**src/logic/irx_pkg.sv**
```systemverilog
// Package for the isochronous dual-packet receive status block.
// Assumes one clock domain; all event inputs are single-cycle strobes.
// Behaviour
// - Empty FIFO, OUT token with receive disabled: set void, fill stays 00, no NAK.
// - OUT token timing out waiting for data changes nothing and loads nothing.
// - Good packet into empty FIFO: advance write marker, fill 01, ack set, error/void clear.
// - CRC or stuff error into empty FIFO: keep data, fill 01, error set, ack clear.
// - FIFO error during reception: set overrun and error, clear ack.
// - OUT token with existing FIFO error is void; fill, error, overrun kept.
// - Read of empty FIFO sets underrun, fill stays 00.
// - Isochronous receive never returns a handshake; no NAK ever.
// - Firmware changes fill and flags at once; USB changes to fill and overrun apply at SOF.
// - Underrun is set immediately on the offending read.
// - Overrun from reception becomes visible at the following SOF.
// - Read-complete decrements fill at once; good reception increments at next SOF.
// - Error, ack and void update at the end of the causing transaction.
// - SOF commits pending updates and raises only the SOF interrupt.
// - One packet held: good or FIFO-error packet moves fill to 11.
// - One packet held, CRC error: fill 11, error set, write pointer reversed.
// - Read-complete: one packet held goes to 00, 11 goes to one held.
// - OUT token with both slots full sets void and keeps fill.
// - Underrunning read does not change fill until read-complete.
// - Overrun and underrun are sticky; only firmware clears them.
// - Behaviour applies with single-packet mode control at 0.
package irx_pkg;
   localparam int IRX_DATA_W = 8;
   localparam int IRX_FIFO_DEPTH = 8;
   localparam logic [1:0] IRX_FILL_EMPTY = 2'h0;
   localparam logic [1:0] IRX_FILL_ONE_A = 2'h1;
   localparam logic [1:0] IRX_FILL_ONE_B = 2'h2;
   localparam logic [1:0] IRX_FILL_FULL = 2'h3;
   localparam logic IRX_FLAG_RST = 1'b0;
   // Transaction outcome, one-hot
   typedef enum logic [4:0] {
      IRX_OUT_GOOD = 5'h01,
      IRX_OUT_CRC = 5'h02,
      IRX_OUT_FIFOERR = 5'h04,
      IRX_OUT_TIMEOUT = 5'h08,
      IRX_OUT_NONE = 5'h10
   } irx_outcome_t;
endpackage

```
**src/logic/irx_fifo_if.sv**
```systemverilog
// Handshake bundle between the status logic and its data FIFO.
// Assumes both ends share the block clock.
`timescale 1ns/100ps
interface irx_fifo_if;
   import irx_pkg::*;
   logic inValid;
   logic inReady;
   logic [IRX_DATA_W-1:0] inData;
   logic outValid;
   logic outReady;
   logic [IRX_DATA_W-1:0] outData;
   modport src (output inValid, output inData, input inReady,
      input outValid, input outData, output outReady);
   modport buf_side (input inValid, input inData, output inReady,
      output outValid, output outData, input outReady);
endinterface

```
**src/logic/irx_fifo.sv**
```systemverilog
// Small synchronous FIFO holding received bytes on their way to the CPU.
// Assumes one clock, synchronous active-high reset.
`timescale 1ns/100ps
module irx_fifo
   import irx_pkg::*;
#(
   parameter int WIDTH = IRX_DATA_W,
   parameter int DEPTH = IRX_FIFO_DEPTH
) (
   input wire logic clk,
   input wire logic rst,
   irx_fifo_if.buf_side port
);
   localparam int AW = $clog2(DEPTH);
   logic [WIDTH-1:0] mem [DEPTH];
   logic [AW:0] wrPtr;
   logic [AW:0] rdPtr;
   logic [WIDTH-1:0] readData;
   wire full = (wrPtr[AW] != rdPtr[AW]) && (wrPtr[AW-1:0] == rdPtr[AW-1:0]);
   wire empty = (wrPtr == rdPtr);
   wire doWrite = port.inValid && !full;
   wire doRead = port.outReady && !empty;
   assign port.inReady = !full;
   assign port.outValid = !empty;
   assign port.outData = readData;
   // Storage and pointers
   always_ff @(posedge clk) begin
      if (rst) begin
         wrPtr <= '0;
         rdPtr <= '0;
      end else begin
         if (doWrite) begin
            wrPtr <= wrPtr + 1'b1;
         end
         if (doRead) begin
            rdPtr <= rdPtr + 1'b1;
         end
      end
   end
   always_ff @(posedge clk) begin
      if (doWrite) begin
         mem[wrPtr[AW-1:0]] <= port.inData;
      end
   end
   // Registered read data tracks the head word
   always_ff @(posedge clk) begin
      if (rst) begin
         readData <= '0;
      end else begin
         readData <= mem[(doRead ? rdPtr[AW-1:0] + 1'b1 : rdPtr[AW-1:0])];
      end
   end
endmodule

```
**src/logic/irx_status.sv**
```systemverilog
// Isochronous receive status logic, dual-packet mode, with its data FIFO.
// Assumes SIE strobes are one-cycle pulses synchronous to clk.
`timescale 1ns/100ps
module irx_status
   import irx_pkg::*;
(
   input wire logic clk,
   input wire logic rst,
   input wire logic rx_input_enable,
   input wire logic rx_endpoint_enable,
   input wire logic rx_single_packet_mode,
   input wire logic outToken,
   input wire logic outDone,
   input wire logic outGood,
   input wire logic outCrcErr,
   input wire logic outFifoErr,
   input wire logic outTimeout,
   input wire logic sofStrobe,
   input wire logic byteValid,
   input wire logic [IRX_DATA_W-1:0] byteData,
   output logic byteReady,
   input wire logic cpuRead,
   output logic [IRX_DATA_W-1:0] cpuData,
   output logic cpuDataValid,
   input wire logic rx_read_complete,
   input wire logic clearOverrun,
   input wire logic clearUnderrun,
   output logic [1:0] rx_fill_state,
   output logic rx_error_flag,
   output logic rx_acknowledge_flag,
   output logic rx_void_flag,
   output logic rx_overrun_flag,
   output logic rx_underrun_flag,
   output logic sofIrq,
   output logic nakSend,
   output logic writeMarkAdvance,
   output logic writePtrReverse
);
   irx_fifo_if fifoBus ();
   irx_fifo #(.WIDTH(IRX_DATA_W), .DEPTH(IRX_FIFO_DEPTH)) dataFifo (
      .clk(clk),
      .rst(rst),
      .port(fifoBus.buf_side)
   );

   logic pendInc;
   logic pendOvf;
   logic outPending;
   // Shadow of pending USB effects, committed at SOF
   wire active = rx_endpoint_enable && !rx_single_packet_mode;
   wire fifoErrNow = rx_overrun_flag || pendOvf;
   wire oneHeld = (rx_fill_state == IRX_FILL_ONE_A) || (rx_fill_state == IRX_FILL_ONE_B);
   wire slotsUsed = rx_fill_state == IRX_FILL_FULL || pendInc;
   // Disabled, full, or faulted FIFO voids the token
   wire voidToken = active && outToken && (!rx_input_enable || fifoErrNow
      || rx_fill_state == IRX_FILL_FULL || (oneHeld && pendInc));
   wire endGood = active && outDone && outPending && outGood;
   wire endCrc = active && outDone && outPending && outCrcErr;
   wire endFifo = active && outDone && outPending && outFifoErr;
   wire endTmo = active && outDone && outPending && outTimeout;
   wire loadsSlot = endGood || endCrc || endFifo;
   wire crcDropped = endCrc && oneHeld;
   wire rcStep = rx_read_complete && rx_fill_state != IRX_FILL_EMPTY;
   wire emptyRead = cpuRead && !fifoBus.outValid;
   // A committed increment lands on the fill after any same-cycle decrement
   wire [1:0] afterDec = rcStep ? (rx_fill_state == IRX_FILL_FULL ? IRX_FILL_ONE_A
      : IRX_FILL_EMPTY) : rx_fill_state;
   wire [1:0] afterInc = (afterDec == IRX_FILL_EMPTY) ? IRX_FILL_ONE_A : IRX_FILL_FULL;
   wire [1:0] next_fill = (sofStrobe && pendInc) ? afterInc : afterDec;

   assign nakSend = 1'b0;
   assign sofIrq = sofStrobe && active;
   assign fifoBus.inValid = byteValid && outPending && rx_input_enable;
   assign fifoBus.inData = byteData;
   assign byteReady = fifoBus.inReady;
   assign fifoBus.outReady = cpuRead;
   assign cpuData = fifoBus.outData;
   assign cpuDataValid = fifoBus.outValid;

   // Transaction tracking: an accepted token opens a data phase
   always_ff @(posedge clk) begin
      if (rst) begin
         outPending <= 1'b0;
      end else if (outToken && active) begin
         outPending <= !voidToken;
      end else if (outDone) begin
         outPending <= 1'b0;
      end
   end

   // Pending increment and overrun, visible only after SOF
   always_ff @(posedge clk) begin
      if (rst) begin
         pendInc <= 1'b0;
         pendOvf <= 1'b0;
      end else begin
         if (sofStrobe) begin
            pendInc <= 1'b0;
         end else if (loadsSlot && !slotsUsed) begin
            pendInc <= 1'b1;
         end
         if (sofStrobe) begin
            pendOvf <= endFifo;
         end else if (endFifo) begin
            pendOvf <= 1'b1;
         end
      end
   end

   // Fill state: firmware steps apply now, USB steps at SOF
   always_ff @(posedge clk) begin
      if (rst) begin
         rx_fill_state <= IRX_FILL_EMPTY;
      end else begin
         rx_fill_state <= next_fill;
      end
   end

   // Transaction flags settle at transaction end
   always_ff @(posedge clk) begin
      if (rst) begin
         rx_error_flag <= IRX_FLAG_RST;
         rx_acknowledge_flag <= IRX_FLAG_RST;
         rx_void_flag <= IRX_FLAG_RST;
      end else if (voidToken) begin
         rx_void_flag <= 1'b1;
      end else if (endGood) begin
         rx_error_flag <= 1'b0;
         rx_acknowledge_flag <= 1'b1;
         rx_void_flag <= 1'b0;
      end else if (endCrc || endFifo) begin
         rx_error_flag <= 1'b1;
         rx_acknowledge_flag <= 1'b0;
         rx_void_flag <= 1'b0;
      end
   end

   // Sticky overrun and underrun; a set wins over a clear
   always_ff @(posedge clk) begin
      if (rst) begin
         rx_overrun_flag <= IRX_FLAG_RST;
         rx_underrun_flag <= IRX_FLAG_RST;
      end else begin
         if (sofStrobe && (pendOvf || endFifo)) begin
            rx_overrun_flag <= 1'b1;
         end else if (clearOverrun) begin
            rx_overrun_flag <= 1'b0;
         end
         if (emptyRead) begin
            rx_underrun_flag <= 1'b1;
         end else if (clearUnderrun) begin
            rx_underrun_flag <= 1'b0;
         end
      end
   end

   // Write marker pulses for the FIFO pointer logic
   always_ff @(posedge clk) begin
      if (rst) begin
         writeMarkAdvance <= 1'b0;
         writePtrReverse <= 1'b0;
      end else begin
         writeMarkAdvance <= endGood;
         writePtrReverse <= crcDropped;
      end
   end

   // Checks
   a_no_nak: assert property (@(posedge clk) disable iff (rst) !nakSend)
      else $error("NAK driven on isochronous receive");
   a_underrun_now: assert property (@(posedge clk) disable iff (rst)
      emptyRead |=> rx_underrun_flag)
      else $error("underrun not set on empty read");
   a_fill_waits_sof: assert property (@(posedge clk) disable iff (rst)
      (!sofStrobe && !rx_read_complete) |=> $stable(rx_fill_state))
      else $error("fill changed without SOF or read-complete");
   a_rc_one_empty: assert property (@(posedge clk) disable iff (rst)
      (rx_read_complete && oneHeld && !sofStrobe) |=> rx_fill_state == IRX_FILL_EMPTY)
      else $error("read-complete did not empty one held");
   a_void_empty: assert property (@(posedge clk) disable iff (rst)
      (voidToken && rx_fill_state == IRX_FILL_EMPTY && !sofStrobe)
      |=> rx_void_flag && rx_fill_state == IRX_FILL_EMPTY)
      else $error("void token mishandled");
   a_good_ack: assert property (@(posedge clk) disable iff (rst)
      endGood |=> rx_acknowledge_flag && !rx_error_flag && !rx_void_flag)
      else $error("good packet flags wrong");
   a_crc_error: assert property (@(posedge clk) disable iff (rst)
      endCrc |=> rx_error_flag && !rx_acknowledge_flag)
      else $error("CRC packet flags wrong");
   a_ovf_at_sof: assert property (@(posedge clk) disable iff (rst)
      (endFifo && !sofStrobe) |=> !$rose(rx_overrun_flag))
      else $error("overrun visible before SOF");
   a_ovf_sticky: assert property (@(posedge clk) disable iff (rst)
      (rx_overrun_flag && !clearOverrun) |=> rx_overrun_flag)
      else $error("overrun cleared without firmware");
   a_timeout_quiet: assert property (@(posedge clk) disable iff (rst)
      (endTmo && !sofStrobe && !rx_read_complete && !emptyRead)
      |=> $stable(rx_fill_state) && $stable(rx_error_flag) && $stable(rx_void_flag))
      else $error("timeout altered status");
endmodule

```
**config.mk**
```make
export PLATFORM = sky130hd
export DESIGN_NAME = irx_status
export DESIGN_NICKNAME = d
export VERILOG_FILES = /design/src/logic/irx_pkg.sv /design/src/logic/irx_fifo_if.sv /design/src/logic/irx_fifo.sv /design/src/logic/irx_status.sv
export SDC_FILE = /design/constraint.sdc
export NUM_CORES = 1
export LEC_CHECK = 0
export BUFFER_PORTS_ARGS = -buffer_cell sky130_fd_sc_hd__buf_2
export CORE_MARGIN = 8
export CORE_UTILIZATION = 55
export CTS_BUF_LIST = sky130_fd_sc_hd__clkbuf_4 sky130_fd_sc_hd__clkbuf_8
export CTS_CLUSTER_DIAMETER = 40
export DETAILED_ROUTE_END_ITERATION = 7
export HOLD_SLACK_MARGIN = 0.02
export PLACE_DENSITY_LB_ADDON = 0.1
export SETUP_SLACK_MARGIN = 0.3
export SLEW_MARGIN = 20
export SYNTH_ARGS = -nofsm -noshare
export SYNTH_HDL_FRONTEND = slang
export SYNTH_SLANG_ARGS = --single-unit
```
**constraint.sdc**
```tcl
create_clock -name clk -period 4.8 [get_ports clk]
set_input_delay 1.2 -clock clk [delete_from_list [all_inputs] [get_ports clk]]
set_output_delay 1.2 -clock clk [all_outputs]
set_load 0.02 [all_outputs]
```
Yosys cells after proc, flatten, opt, wreduce, memory -nomap -nowiden
Memories as Yosys holds them, arrays and structs flattened. A register that Yosys moved wholly into a read port is not among the register bits.
Cells that the tools add are included.

storage, ports and cells
  output and inout port bits = 21
  input bits = 25
  register bits after elaboration = 20
  RAM bits = 64
  memories = 1

cells by class
  equality and inequality tests = 6
  mux-type cells = 21
  add/subtract/negate cells = 3
  bitwise logic cells = 1
  reduce and logical (&&, ||, !) cells = 47

memory list
  memory        depth  width  read ports  clocked after Yosys merged registers in  wr ports  line            source
  dataFifo.mem  8      8      1           1                                        1         irx_fifo.sv:15  logic [WIDTH-1:0] mem [DEPTH];

operator list
  operator                                              count
  logical AND 1 bit                                     21
  two-way mux 1 bit                                     17
  nonzero test 2 bit                                    6
  logical OR 1 bit                                      10
  adder 4 x 1 -> 4 bit (second input constant)          2
  logical NOT 1 bit                                     6
  two-way mux 2 bit                                     3
  equality test 2 bit (second input constant)           2
  equality test 4 bit                                   1
  adder 3 x 1 -> 3 bit (second input constant)          1
  equality test 3 bit                                   1
  two-way mux 3 bit                                     1
  nonzero test 3 bit                                    1
  equality test 2 x 1 -> 1 bit (second input constant)  1
  logical NOT 2 bit                                     1
  AND reduction 2 bit                                   1
  OR reduction 2 bit                                    1
  inequality test 1 bit                                 1
  inverter 1 bit                                        1

Logic depth before layout (Yosys ltp)
Gate-level depths: netlist of the first run.

  word-level depth = 9
  gate-level depth with buffers = 7

Hierarchy
Synthesis of the first run repeated with hierarchy kept, for this count alone.

second synthesis, totals
  cells, all modules = 284
  area, all modules = 4151.5 µm²

modules (own cells, without submodules)
  module      times used  sequential area each (µm²)  area each (µm²)  cells an instance
  irx_fifo    1           2242.2                      3567.2           224
  irx_status  1           240.2                       584.3            60

Worst setup path after synthesis of the first run
Ideal clock, no wire load.

  path kind = input to output
  start point = in rx_endpoint_enable
  end point = out sofIrq
  stages = 2
  arrival = 1636 ps
  data required time = 3600 ps
  path slack = 1964 ps
  buffers on the path = 0
  cells stage by stage = nor2b_1 -> and2_1

between the ends
  cells in the longest elaborated chain, start to end = 2

RTL lines
  what               line              source
  from (decl)        irx_status.sv:10  input wire logic rx_endpoint_enable,
  logical AND 1 bit  irx_status.sv:50  wire active = rx_endpoint_enable && !rx_single_packet_mode;
  logical AND 1 bit  irx_status.sv:72  assign sofIrq = sofStrobe && active;
  to (decl)          irx_status.sv:34  output logic sofIrq,

Every way passes these cells.

Worst setup path after layout of the first run
  start point = reg dataFifo.rdPtr[0]
  end point = out byteReady

between the ends
  cells in the longest elaborated chain, start to end = 3

RTL lines
  what                    line              source
  from (decl)             irx_fifo.sv:17    logic [AW:0] rdPtr;
  from (signal assigned)  irx_fifo.sv:36    rdPtr <= rdPtr + 1'b1;
  equality test 3 bit     irx_fifo.sv:19    wire full = (wrPtr[AW] != rdPtr[AW]) && (wrPtr[AW-1:0] == rdPtr[AW-1:0]);
  logical AND 1 bit       irx_fifo.sv:19
  logical NOT 1 bit       irx_fifo.sv:23    assign port.inReady = !full;
  to (decl)               irx_status.sv:21  output logic byteReady,

Every way passes these cells.

==> impl_metrics.csv, run 1 <==
group,metric,value,unit
yosys,netlist_area,4100,sq um
clock_tree,cts-htree-levels,3,
routing,vias,2442,
routing,ant_nets,0,
clock_tree,root_buffer,"clkbuf_8",
power,vdd_drop_max,171.1,uV
status,status,"complete, no violations",
cells_and_area,layout_common_cells,"64 x edfxtp_1, 43 x buf_2, 28 x dfxtp_1",
global_route,grt_use_total,15.73,%
clock_tree,hold_buffers,0,
routing,drc,0,
yosys,synth-edff-count,64,
die,fp-row-count,31,
worst_setup_path,cp_data_required_time,3600,ps
yosys,ys_types,46,
global_route,gr-total-overflow,0,
cells_and_area,areaGrowthSynthToFinish,11.96,%
cells_and_area,layout.cells.most_common,"edfxtp_1",
timing,worst_pin_slew,831.1,ps
global_route,grt_pass1_wl,12170,um
cells_and_area,nets,357,
clock_tree,clkSinkCount,92,
timing,drv_slew,0,
routing,wire_per_inst,17.95,um
worst_setup_path,end_kind,"output pin",
timing,rsz0062_at_grt,"no",
place,dp_hpwl,5246,um
routing,routed_wl,7753,um
clock_tree,clock_latency,350,ps
yosys,dominantRegCellSynth,"edfxtp_1",
die,dieArea,10470,sq um
yosys,synth-seq-cells,92,
die,start_util,56.53,%
power,p_per_area,321.2,nW/um^2
timing,clock_skew,13.90,ps
worst_setup_path,worst-setup-path-type,"flip-flop to output pin",
clock_tree,ctsResizeCount,0,
clock_tree,cts_tree,"built",
cells_and_area,n_antenna_cell,0,
power,totalPowerFinal,0.001474,W
cells_and_area,stdcell_area,4591,sq um
timing,max_slew_margin,43.41,%
timing,max_freq,310.2,MHz
place,port_buffers,43,
yosys,synth_warnings,0,
worst_setup_path,cp.arrival,2020,ps
yosys,syn_avg_cell_area,14.29,sq um
min_path,hp-class,"flip-flop to flip-flop",
place,globalplace.congestion,0.7503,
timing,period_share,67.15,%
power,p_leak,1.812,nW
die,die-width,102.3,um
routing,drt-initial-drc-count,112,
yosys,ys_seq_area_share,60.54,%
clock_tree,ctsLongestPathBuffers,2,
routing,first_pass_iters,4,
routing,via_per_inst,5.653,
global_route,grt_pass1_vias,2401,
die,io_pins,46,
yosys,synth_cells,287,
die,coreArea,7253,sq um
place,placed_cell_area,4369,sq um
yosys,synth_nets,316,
global_route,antenna_found_initial,0,
global_route,grt_max_degree,34,
clock_tree,numCtsBuffers,9,
timing,finalHoldViolCount,0,
clock_tree,post-cts-setup-buffers,0,
timing,layout_min_cycle_time,3223,ps
worst_setup_path,regToRegSetupSlack,1780,ps
clock_tree,clkTransAtPathRegs,90,ps
timing,setup_tns,0,ps
timing,setup_viol,0,
worst_setup_path,critical_path.max_fanout,13,
die,die_h,102.3,um
cells_and_area,drive_gt1_share,25.83,%
worst_setup_path,start_kind,"flip-flop",
job,cap_violations,0,
yosys,async_flop_share,0,%
[worst max-delay path, stage by stage, from the launching register on]
cell     delay, ps
dfxtp_1        640
buf_4          330
xnor2_1        210
nand4_1        260
buf_2          240
[per-stage QoR]
| stage | instances | utilization [%] | hold WS (ps) | setup WS (ps) |
|---|---|---|---|---|
| floorplan | 287 | - | 462.4 | 1964 |
| global route | 432 | 63.29 | 488.4 | 1376 |
| CTS | 432 | 63.29 | 462.6 | 1541 |
| global placement | 416 | 60.24 | 443.1 | 1747 |
| detailed placement | 416 | 60.24 | 449.9 | 1723 |
| finish | 432 | 63.29 | 457.9 | 1577 |
[final timing paths]
path,startpoint,to,depth (start not counted)
worst max-delay path,dataFifo.rdPtr[0],byteReady,4
worst min-delay path,rx_void_flag,rx_void_flag,2
worst max register to register,dataFifo.rdPtr[0],dataFifo.port.outData[4],6
worst min register to register,rx_void_flag,rx_void_flag,2
[final cells by class]
class / count / area (sq um)
Clock buffer: 12 / 146.4
Tap cell: 99 / 123.9
Fill cell: 554 / 2663
Sequential cell: 92 / 2482
Clock inverter: 4 / 75.07
Inverter: 7 / 26.28
Multi-Input combinational cell: 169 / 1476
Timing Repair Buffer: 49 / 260.3
[per-layer routing]
layer / part of all wire [%] / GRT usage, %
met1: 46 / 21.15
met2: 47 / 24.09
met3: 5.2 / 2.725
met4: 2.0 / 7.675
met5: 0 / 0
[Yosys cell counts, drive strengths merged, types with 2 or more instances]
library cell	number	area [sq um]
a21oi	7	35.03
and2	3	18.77
and3	11	68.82
and3b	9	78.83
buf	12	88.84
clkbuf	7	26.28
dfxtp	28	560.5
edfxtp	64	1922
ha	4	50.05
inv	7	26.28
mux2i	18	192.7
mux4	16	360.4
nand2	5	18.77
nand2b	3	18.77
nand3	3	15.01
nand4	3	18.77
nor2	17	63.81
nor2b	7	43.79
nor3	15	75.07
nor3b	2	15.01
nor4b	8	70.07
o21ba	2	20.02
o21bai	2	15.01
o221ai	8	70.07
or3	2	12.51
xnor2	5	51.30
xor2	6	52.55
[flip-flops by register name, indices dropped and copies added (netlist names)]
signal,cells
rx_fill_state,2
rx_error_flag,1
writePtrReverse,1
rx_overrun_flag,1
outPending,1
rx_underrun_flag,1
rx_void_flag,1
writeMarkAdvance,1
dataFifo.mem,64
pendInc,1
dataFifo.wrPtr,4
dataFifo.rdPtr,4
dataFifo.port.outData,8
pendOvf,1
rx_acknowledge_flag,1
[where the power goes]
part	internal (W)	switching (W)	total (W)	leakage, nW
clock	0.000313	0.000259	0.000572	0.115
sequential	0.000850	0.00000198	0.000852	0.803
combinational	0.0000187	0.0000315	0.0000501	0.893
[kinds of logic after synthesis]
logic type               after synthesis  synth area share (%)
AO/OA/AOI/OAI                         28                 5.462
flip-flops                            92                 60.54
XOR/XNOR                              11                 2.533
AND/OR/NAND/NOR                       91                 13.21
adder cells (fa/ha/maj)                4                 1.221
multiplexers                          34                 13.49
other                                  1               0.09146
buffers and inverters                 26                 3.449
Note: power is estimated with default switching activity, not from simulation.
==> run 2: changes to the inputs <==
Clock period 4.8 ns to 2.7 ns, I/O delays scaled along.
==> run 2 against run 1 <==
Compared with the run above:
- via count rose by 2.2%
- first-iteration DRC count grew 3.6%
- critical path depth fell by 1
- clock skew decreased by 0.93 ps
- routed wire length grew 2.3%
- clock-buffer cell count is 2 lower
- sequential share of layout area fell by 0.80 points
- sequential power grew 77%
- combinational power rose by 87%
- setup slack got worse by 1100 ps
- global-route usage up 0.40 points
- highest routed layer unchanged
==> impl_metrics.csv, run 2 (synthesis gave the netlist of run 1 again) <==
group,metric,value,unit
worst_setup_path,crit_chain,"xnor2_2 -> nand4_1 -> buf_2",
die,start_util,56.53,%
die,die_h,102.3,um
worst_setup_path,r2r_start,"dataFifo.rdPtr[0]",
clock_tree,clock_latency,360,ps
place,dp_hpwl,5370,um
worst_setup_path,cp_slowest_cell,"dfxtp_1",
min_path,worstHoldStart,"rx_void_flag",
job,cap_violations,0,
routing,vias,2495,
clock_tree,cts-htree-levels,3,
min_path,min_to,"rx_void_flag",
clock_tree,root_buffer,"clkbuf_8",
power,seq_power_share,57.5,%
worst_setup_path,worstRegToRegCells,5,
cells_and_area,layout.cells.most_common,"edfxtp_1",
clock_tree,clkSinkCount,92,
clock_tree,cts_tree,"built",
worst_setup_path,critical_path.max_fanout,9,
cells_and_area,areaGrowthSynthToFinish,13.64,%
worst_setup_path,worstReg2RegEnd,"dataFifo.port.outData[3]",
global_route,grt_pass1_wl,12530,um
power,internal-power,0.002093,W
timing,clock_skew,12.97,ps
power,power_switching,0.0005427,W
routing,via_per_inst,5.658,
global_route,grt_use_total,16.14,%
routing,first_pass_iters,4,
cells_and_area,n_antenna_cell,0,
power,swShare,20.59,%
status,status,"complete, no violations",
clock_tree,clkTransAtPathRegs,90,ps
routing,routed_wl,7931,um
cells_and_area,seqCellArea,2482,sq um
worst_setup_path,end_kind,"output pin",
timing,setup_ws,462.2,ps
routing,wire_per_inst,17.98,um
routing,drc,0,
power,pwr-share-comb,3.6,%
die,die-width,102.3,um
min_path,hp-class,"flip-flop to flip-flop",
worst_setup_path,cp.arrival,1560,ps
global_route,antenna_found_initial,0,
die,fp-row-count,31,
place,port_buffers,43,
cells_and_area,largest_reg_flops,64,
timing,period_share,82.88,%
die,dieArea,10470,sq um
timing,layout_min_cycle_time,2238,ps
cells_and_area,layout_common_cells,"64 x edfxtp_1, 43 x buf_2, 28 x dfxtp_1",
power,clkPwrFrac,39.0,%
timing,max_slew_margin,44.34,%
timing,setup_viol,0,
worst_setup_path,regToRegSetupSlack,490,ps
timing,max_freq,446.9,MHz
power,vdd_drop_max,330.1,uV
power,p_per_area,565.7,nW/um^2
die,io_pins,46,
cells_and_area,drive_gt1_share,27.19,%
worst_setup_path,worst-setup-path-type,"flip-flop to output pin",
worst_setup_path,cp_data_required_time,2030,ps
clock_tree,post-cts-setup-buffers,0,
cells_and_area,fillCellCount,543,
global_route,grt_pass1_vias,2466,
clock_tree,numCtsBuffers,9,
routing,drt-initial-drc-count,116,
place,preCtsSetupSlack,502.3,ps
worst_setup_path,start_kind,"flip-flop",
place,globalplace.congestion,0.7449,
clock_tree,hold_buffers,0,
die,coreArea,7253,sq um
min_path,whs_path_depth,2,
cells_and_area,multi_input_area,1476,sq um
timing,rsz0062_at_grt,"no",
cells_and_area,nets,366,
clock_tree,ctsResizeCount,0,
timing,worst_pin_slew,828.5,ps
clock_tree,ctsLongestPathBuffers,2,
global_route,gr-total-overflow,0,
global_route,grt_max_degree,25,
power,p_leak,1.852,nW
timing,setup_tns,0,ps
timing,finalHoldViolCount,0,
timing,drv_slew,0,
worst_setup_path,cp_slowest_stage_delay,560,ps
routing,ant_nets,0,
==> run 2: worst max-delay path: cells and delay by family (launching register included) <==
family                 cells  cell delay, ps
AND/OR/NAND/NOR            1             220
XOR/XNOR                   1             180
flip-flops                 1             560
buffers and inverters      1             230
==> run 2: metal layers <==
metal / GRT usage (%) / vias to the layer above / part of all wire (%) / routed length, um
met3: 2.929 / 8 / 4.4 / 346
met4: 6.659 / 0 / 1.2 / 95
li1: - / 1199 / - / -
met5: 0 / - / 0 / 0
met1: 21.74 / 1241 / 46 / 3667
met2: 25.09 / 47 / 48 / 3822
==> run 2: power by group through the flow <==
| stage | logic, W | registers, W | clock network (W) |
|---|---|---|---|
| after floorplan | 0.0000353 | 0.00156 | 0 |
| after global placement | 0.0000922 | 0.00155 | 0 |
| after detailed placement | 0.0000940 | 0.00155 | 0 |
| after CTS | 0.0000944 | 0.00151 | 0.00104 |
| after global routing | 0.000102 | 0.00152 | 0.00111 |
| final | 0.0000938 | 0.00151 | 0.00103 |
==> run 2: worst max path at each step <==
stage / from / endpoint / cells past startpoint / slack [ps]
5_1_grt: dataFifo.wrPtr[1] / byteReady / 3 / 320
4_1_cts: dataFifo.wrPtr[1] / byteReady / 3 / 450
6_report: dataFifo.rdPtr[2] / byteReady / 3 / 460
3_5_place_dp: rx_input_enable / rx_error_flag / 6 / 500
3_3_place_gp: rx_input_enable / rx_error_flag / 6 / 510
2_1_floorplan: dataFifo.rdPtr[0] / dataFifo.mem[0][0] / 5 / 340
==> run 2: stage by stage <==
stage	hold WS, ps	power (W)	utilization (%)	instance area [sq um]	instances
5_1_grt	480.4	0.002728	64.24	4659	441
6_report	465.0	0.002636	64.24	4659	441
2_1_floorplan	462.4	0.001592	-	4100	287
3_5_place_dp	450.1	0.001641	61.17	4437	425
4_1_cts	466.2	0.002653	64.24	4659	441
3_3_place_gp	441.9	0.001639	61.17	4437	425
==> run 2: cell type report <==
| type | instances | area share [%] |
|---|---|---|
| Timing Repair Buffer | 58 | 7.035 |
| Clock buffer | 10 | 2.954 |
| Inverter | 7 | 0.5639 |
| Tap cell | 99 | 2.658 |
| Clock inverter | 6 | 1.826 |
| Multi-Input combinational cell | 169 | 31.69 |
| Sequential cell | 92 | 53.28 |
==> run 3: changes to the inputs <==
Clock period 2.7 ns to 2.3 ns, I/O delays scaled along.
==> run 3 against run 2 <==
Compared with the run above:
- utilization grew 4.0 points
- largest cell class unchanged
- setup slack lost 92 ps
- cell area grew 6.2%
- critical path depth grew 3
- register-to-register slack lost 120 ps
- worst hold slack lost 21 ps
==> impl_metrics.csv, run 3 (synthesis gave the netlist of run 1 again) <==
group,metric,value,unit
place,preCtsSetupSlack,132.3,ps
timing,max_slew_margin,61.76,%
cells_and_area,n_antenna_cell,0,
place,dp_hpwl,5469,um
timing,max_freq,518.2,MHz
worst_setup_path,cp-startpoint,"dataFifo.wrPtr[0]",
cells_and_area,drive_gt1_share,36.93,%
timing,setup_ws,370.3,ps
power,power_switching,0.0006551,W
worst_setup_path,end_kind,"flip-flop",
cells_and_area,areaGrowthSynthToFinish,20.66,%
place,port_buffers,43,
worst_setup_path,critical_path.max_fanout,8,
worst_setup_path,start_kind,"flip-flop",
routing,wire_per_inst,18.91,um
die,fp-row-count,31,
clock_tree,clock_latency,360,ps
place,globalplace.congestion,0.7499,
clock_tree,clkTransAtPathRegs,100,ps
timing,period_share,83.90,%
global_route,gr-total-overflow,0,
worst_setup_path,cp.arrival,2160,ps
power,p_leak,1.941,nW
cells_and_area,stdcell_area,4947,sq um
power,internal-power,0.002457,W
clock_tree,cts_tree,"built",
die,die_h,102.3,um
die,dieArea,10470,sq um
routing,drc,0,
timing,layout_min_cycle_time,1930,ps
routing,ant_nets,0,
worst_setup_path,r2r_start,"dataFifo.wrPtr[0]",
routing,routed_wl,8529,um
clock_tree,hold_buffers,0,
timing,setup_viol,0,
timing,worst_pin_slew,570.5,ps
min_path,worstHoldStart,"sofStrobe",
place,placed_cell_area,4478,sq um
timing,clock_skew,13.69,ps
cells_and_area,layout_common_cells,"64 x edfxtp_1, 43 x buf_2, 20 x dfxtp_1, 20 x buf_4",
die,start_util,56.53,%
worst_setup_path,cp_slowest_cell,"dfxtp_4",
power,clkPwrFrac,39.2,%
worst_setup_path,crit_chain,"xnor2_4 -> a41o_4 -> mux2i_4 -> clkbuf_16 -> mux2i_1 -> o221ai_1",
die,io_pins,46,
global_route,antenna_found_initial,0,
cells_and_area,nets,376,
global_route,grt_pass1_wl,12960,um
clock_tree,clkSinkCount,92,
clock_tree,cts-htree-levels,3,
status,status,"complete, no violations",
timing,hold_slack,444.1,ps
routing,first_pass_iters,4,
job,cap_violations,0,
power,totalPowerFinal,0.003112,W
die,die-width,102.3,um
cells_and_area,fillCellCount,535,
power,swShare,21.05,%
timing,drv_slew,0,
worst_setup_path,regToRegSetupSlack,370,ps
power,seq_power_share,57.1,%
global_route,grt_max_degree,21,
die,coreArea,7253,sq um
clock_tree,ctsLongestPathBuffers,2,
min_path,hp-class,"input port to flip-flop",
worst_setup_path,worstSetupEndpoint,"dataFifo.port.outData[1]",
cells_and_area,layout.cells.most_common,"edfxtp_1",
power,vdd_drop_max,330.9,uV
worst_setup_path,worstReg2RegEnd,"dataFifo.port.outData[1]",
routing,vias,2605,
clock_tree,numCtsBuffers,9,
worst_setup_path,worst-setup-path-type,"flip-flop to flip-flop",
routing,drt-initial-drc-count,169,
timing,finalHoldViolCount,0,
worst_setup_path,cp_slowest_stage_delay,400,ps
worst_setup_path,cp_data_required_time,2530,ps
power,pwr-share-comb,3.7,%
cells_and_area,largest_reg_flops,64,
power,p_per_area,629.0,nW/um^2
clock_tree,root_buffer,"clkbuf_8",
global_route,grt_use_total,16.56,%
timing,setup_tns,0,ps
timing,rsz0062_at_grt,"yes",
routing,via_per_inst,5.776,
global_route,grt_pass1_vias,2532,
worst_setup_path,worstRegToRegCells,6,
run 3: metal layers:
layer	track usage [%]	vias up	part of all wire [%]
li1	-	1227	-
met1	21.64	1280	41
met2	26.29	88	50
met3	3.202	10	7.5
met4	7.111	0	1.2
met5	0	-	0
run 3: area by class of cell:
class	instances	area [sq um]	share of cell area, %
inverters	7	26.28	0.5311
clock inverters	6	95.09	1.922
clock buffers	10	131.4	2.656
multi-input cells	170	1629	32.93
well taps	99	123.9	2.504
flip-flops and latches	92	2500	50.53
repair buffers	67	441.7	8.928
run 3: worst min path at each step:
stage                             endpoint  slack (ps)  cells past startpoint
final                              pendInc         440                      2
after floorplan           rx_fill_state[0]         460                      2
after detailed placement      rx_void_flag         460                      2
after global placement        rx_void_flag         460                      2
after CTS                          pendInc         430                      2
after global routing               pendInc         420                      2
run 3: what timing repair did:
item / CTS / global route
gates cloned: 1 / 1
endpoints found under the hold margin: 0 / 0
setup buffers: 3 / 2
resized for setup: 16 / 20
endpoints found under the setup margin: 11 / 9
pin swaps: 3 / 7
run 3: worst max-delay path, delay by kind of cell, from the launching register on:
kind,cells,cell delay [ps]
compound gates,2,440
xor+xnor,1,230
buf+inv,1,210
flops,1,400
mux,2,510
run 3: stage by stage:
stage / utilization [%] / std cells
after global routing: 68.21 / 451
after CTS: 66.45 / 448
after global placement: 61.74 / 428
after detailed placement: 61.74 / 428
after floorplan: - / 287
final: 68.21 / 451
run 3: power by group through the flow:
stage / Clock [W] / Combinational (W) / Sequential (W)
finish: 0.00122 / 0.000116 / 0.00178
detailed placement: 0 / 0.000111 / 0.00182
global placement: 0 / 0.000108 / 0.00182
floorplan: 0 / 0.0000415 / 0.00183
global route: 0.00129 / 0.000125 / 0.00178
CTS: 0.00124 / 0.000115 / 0.00178
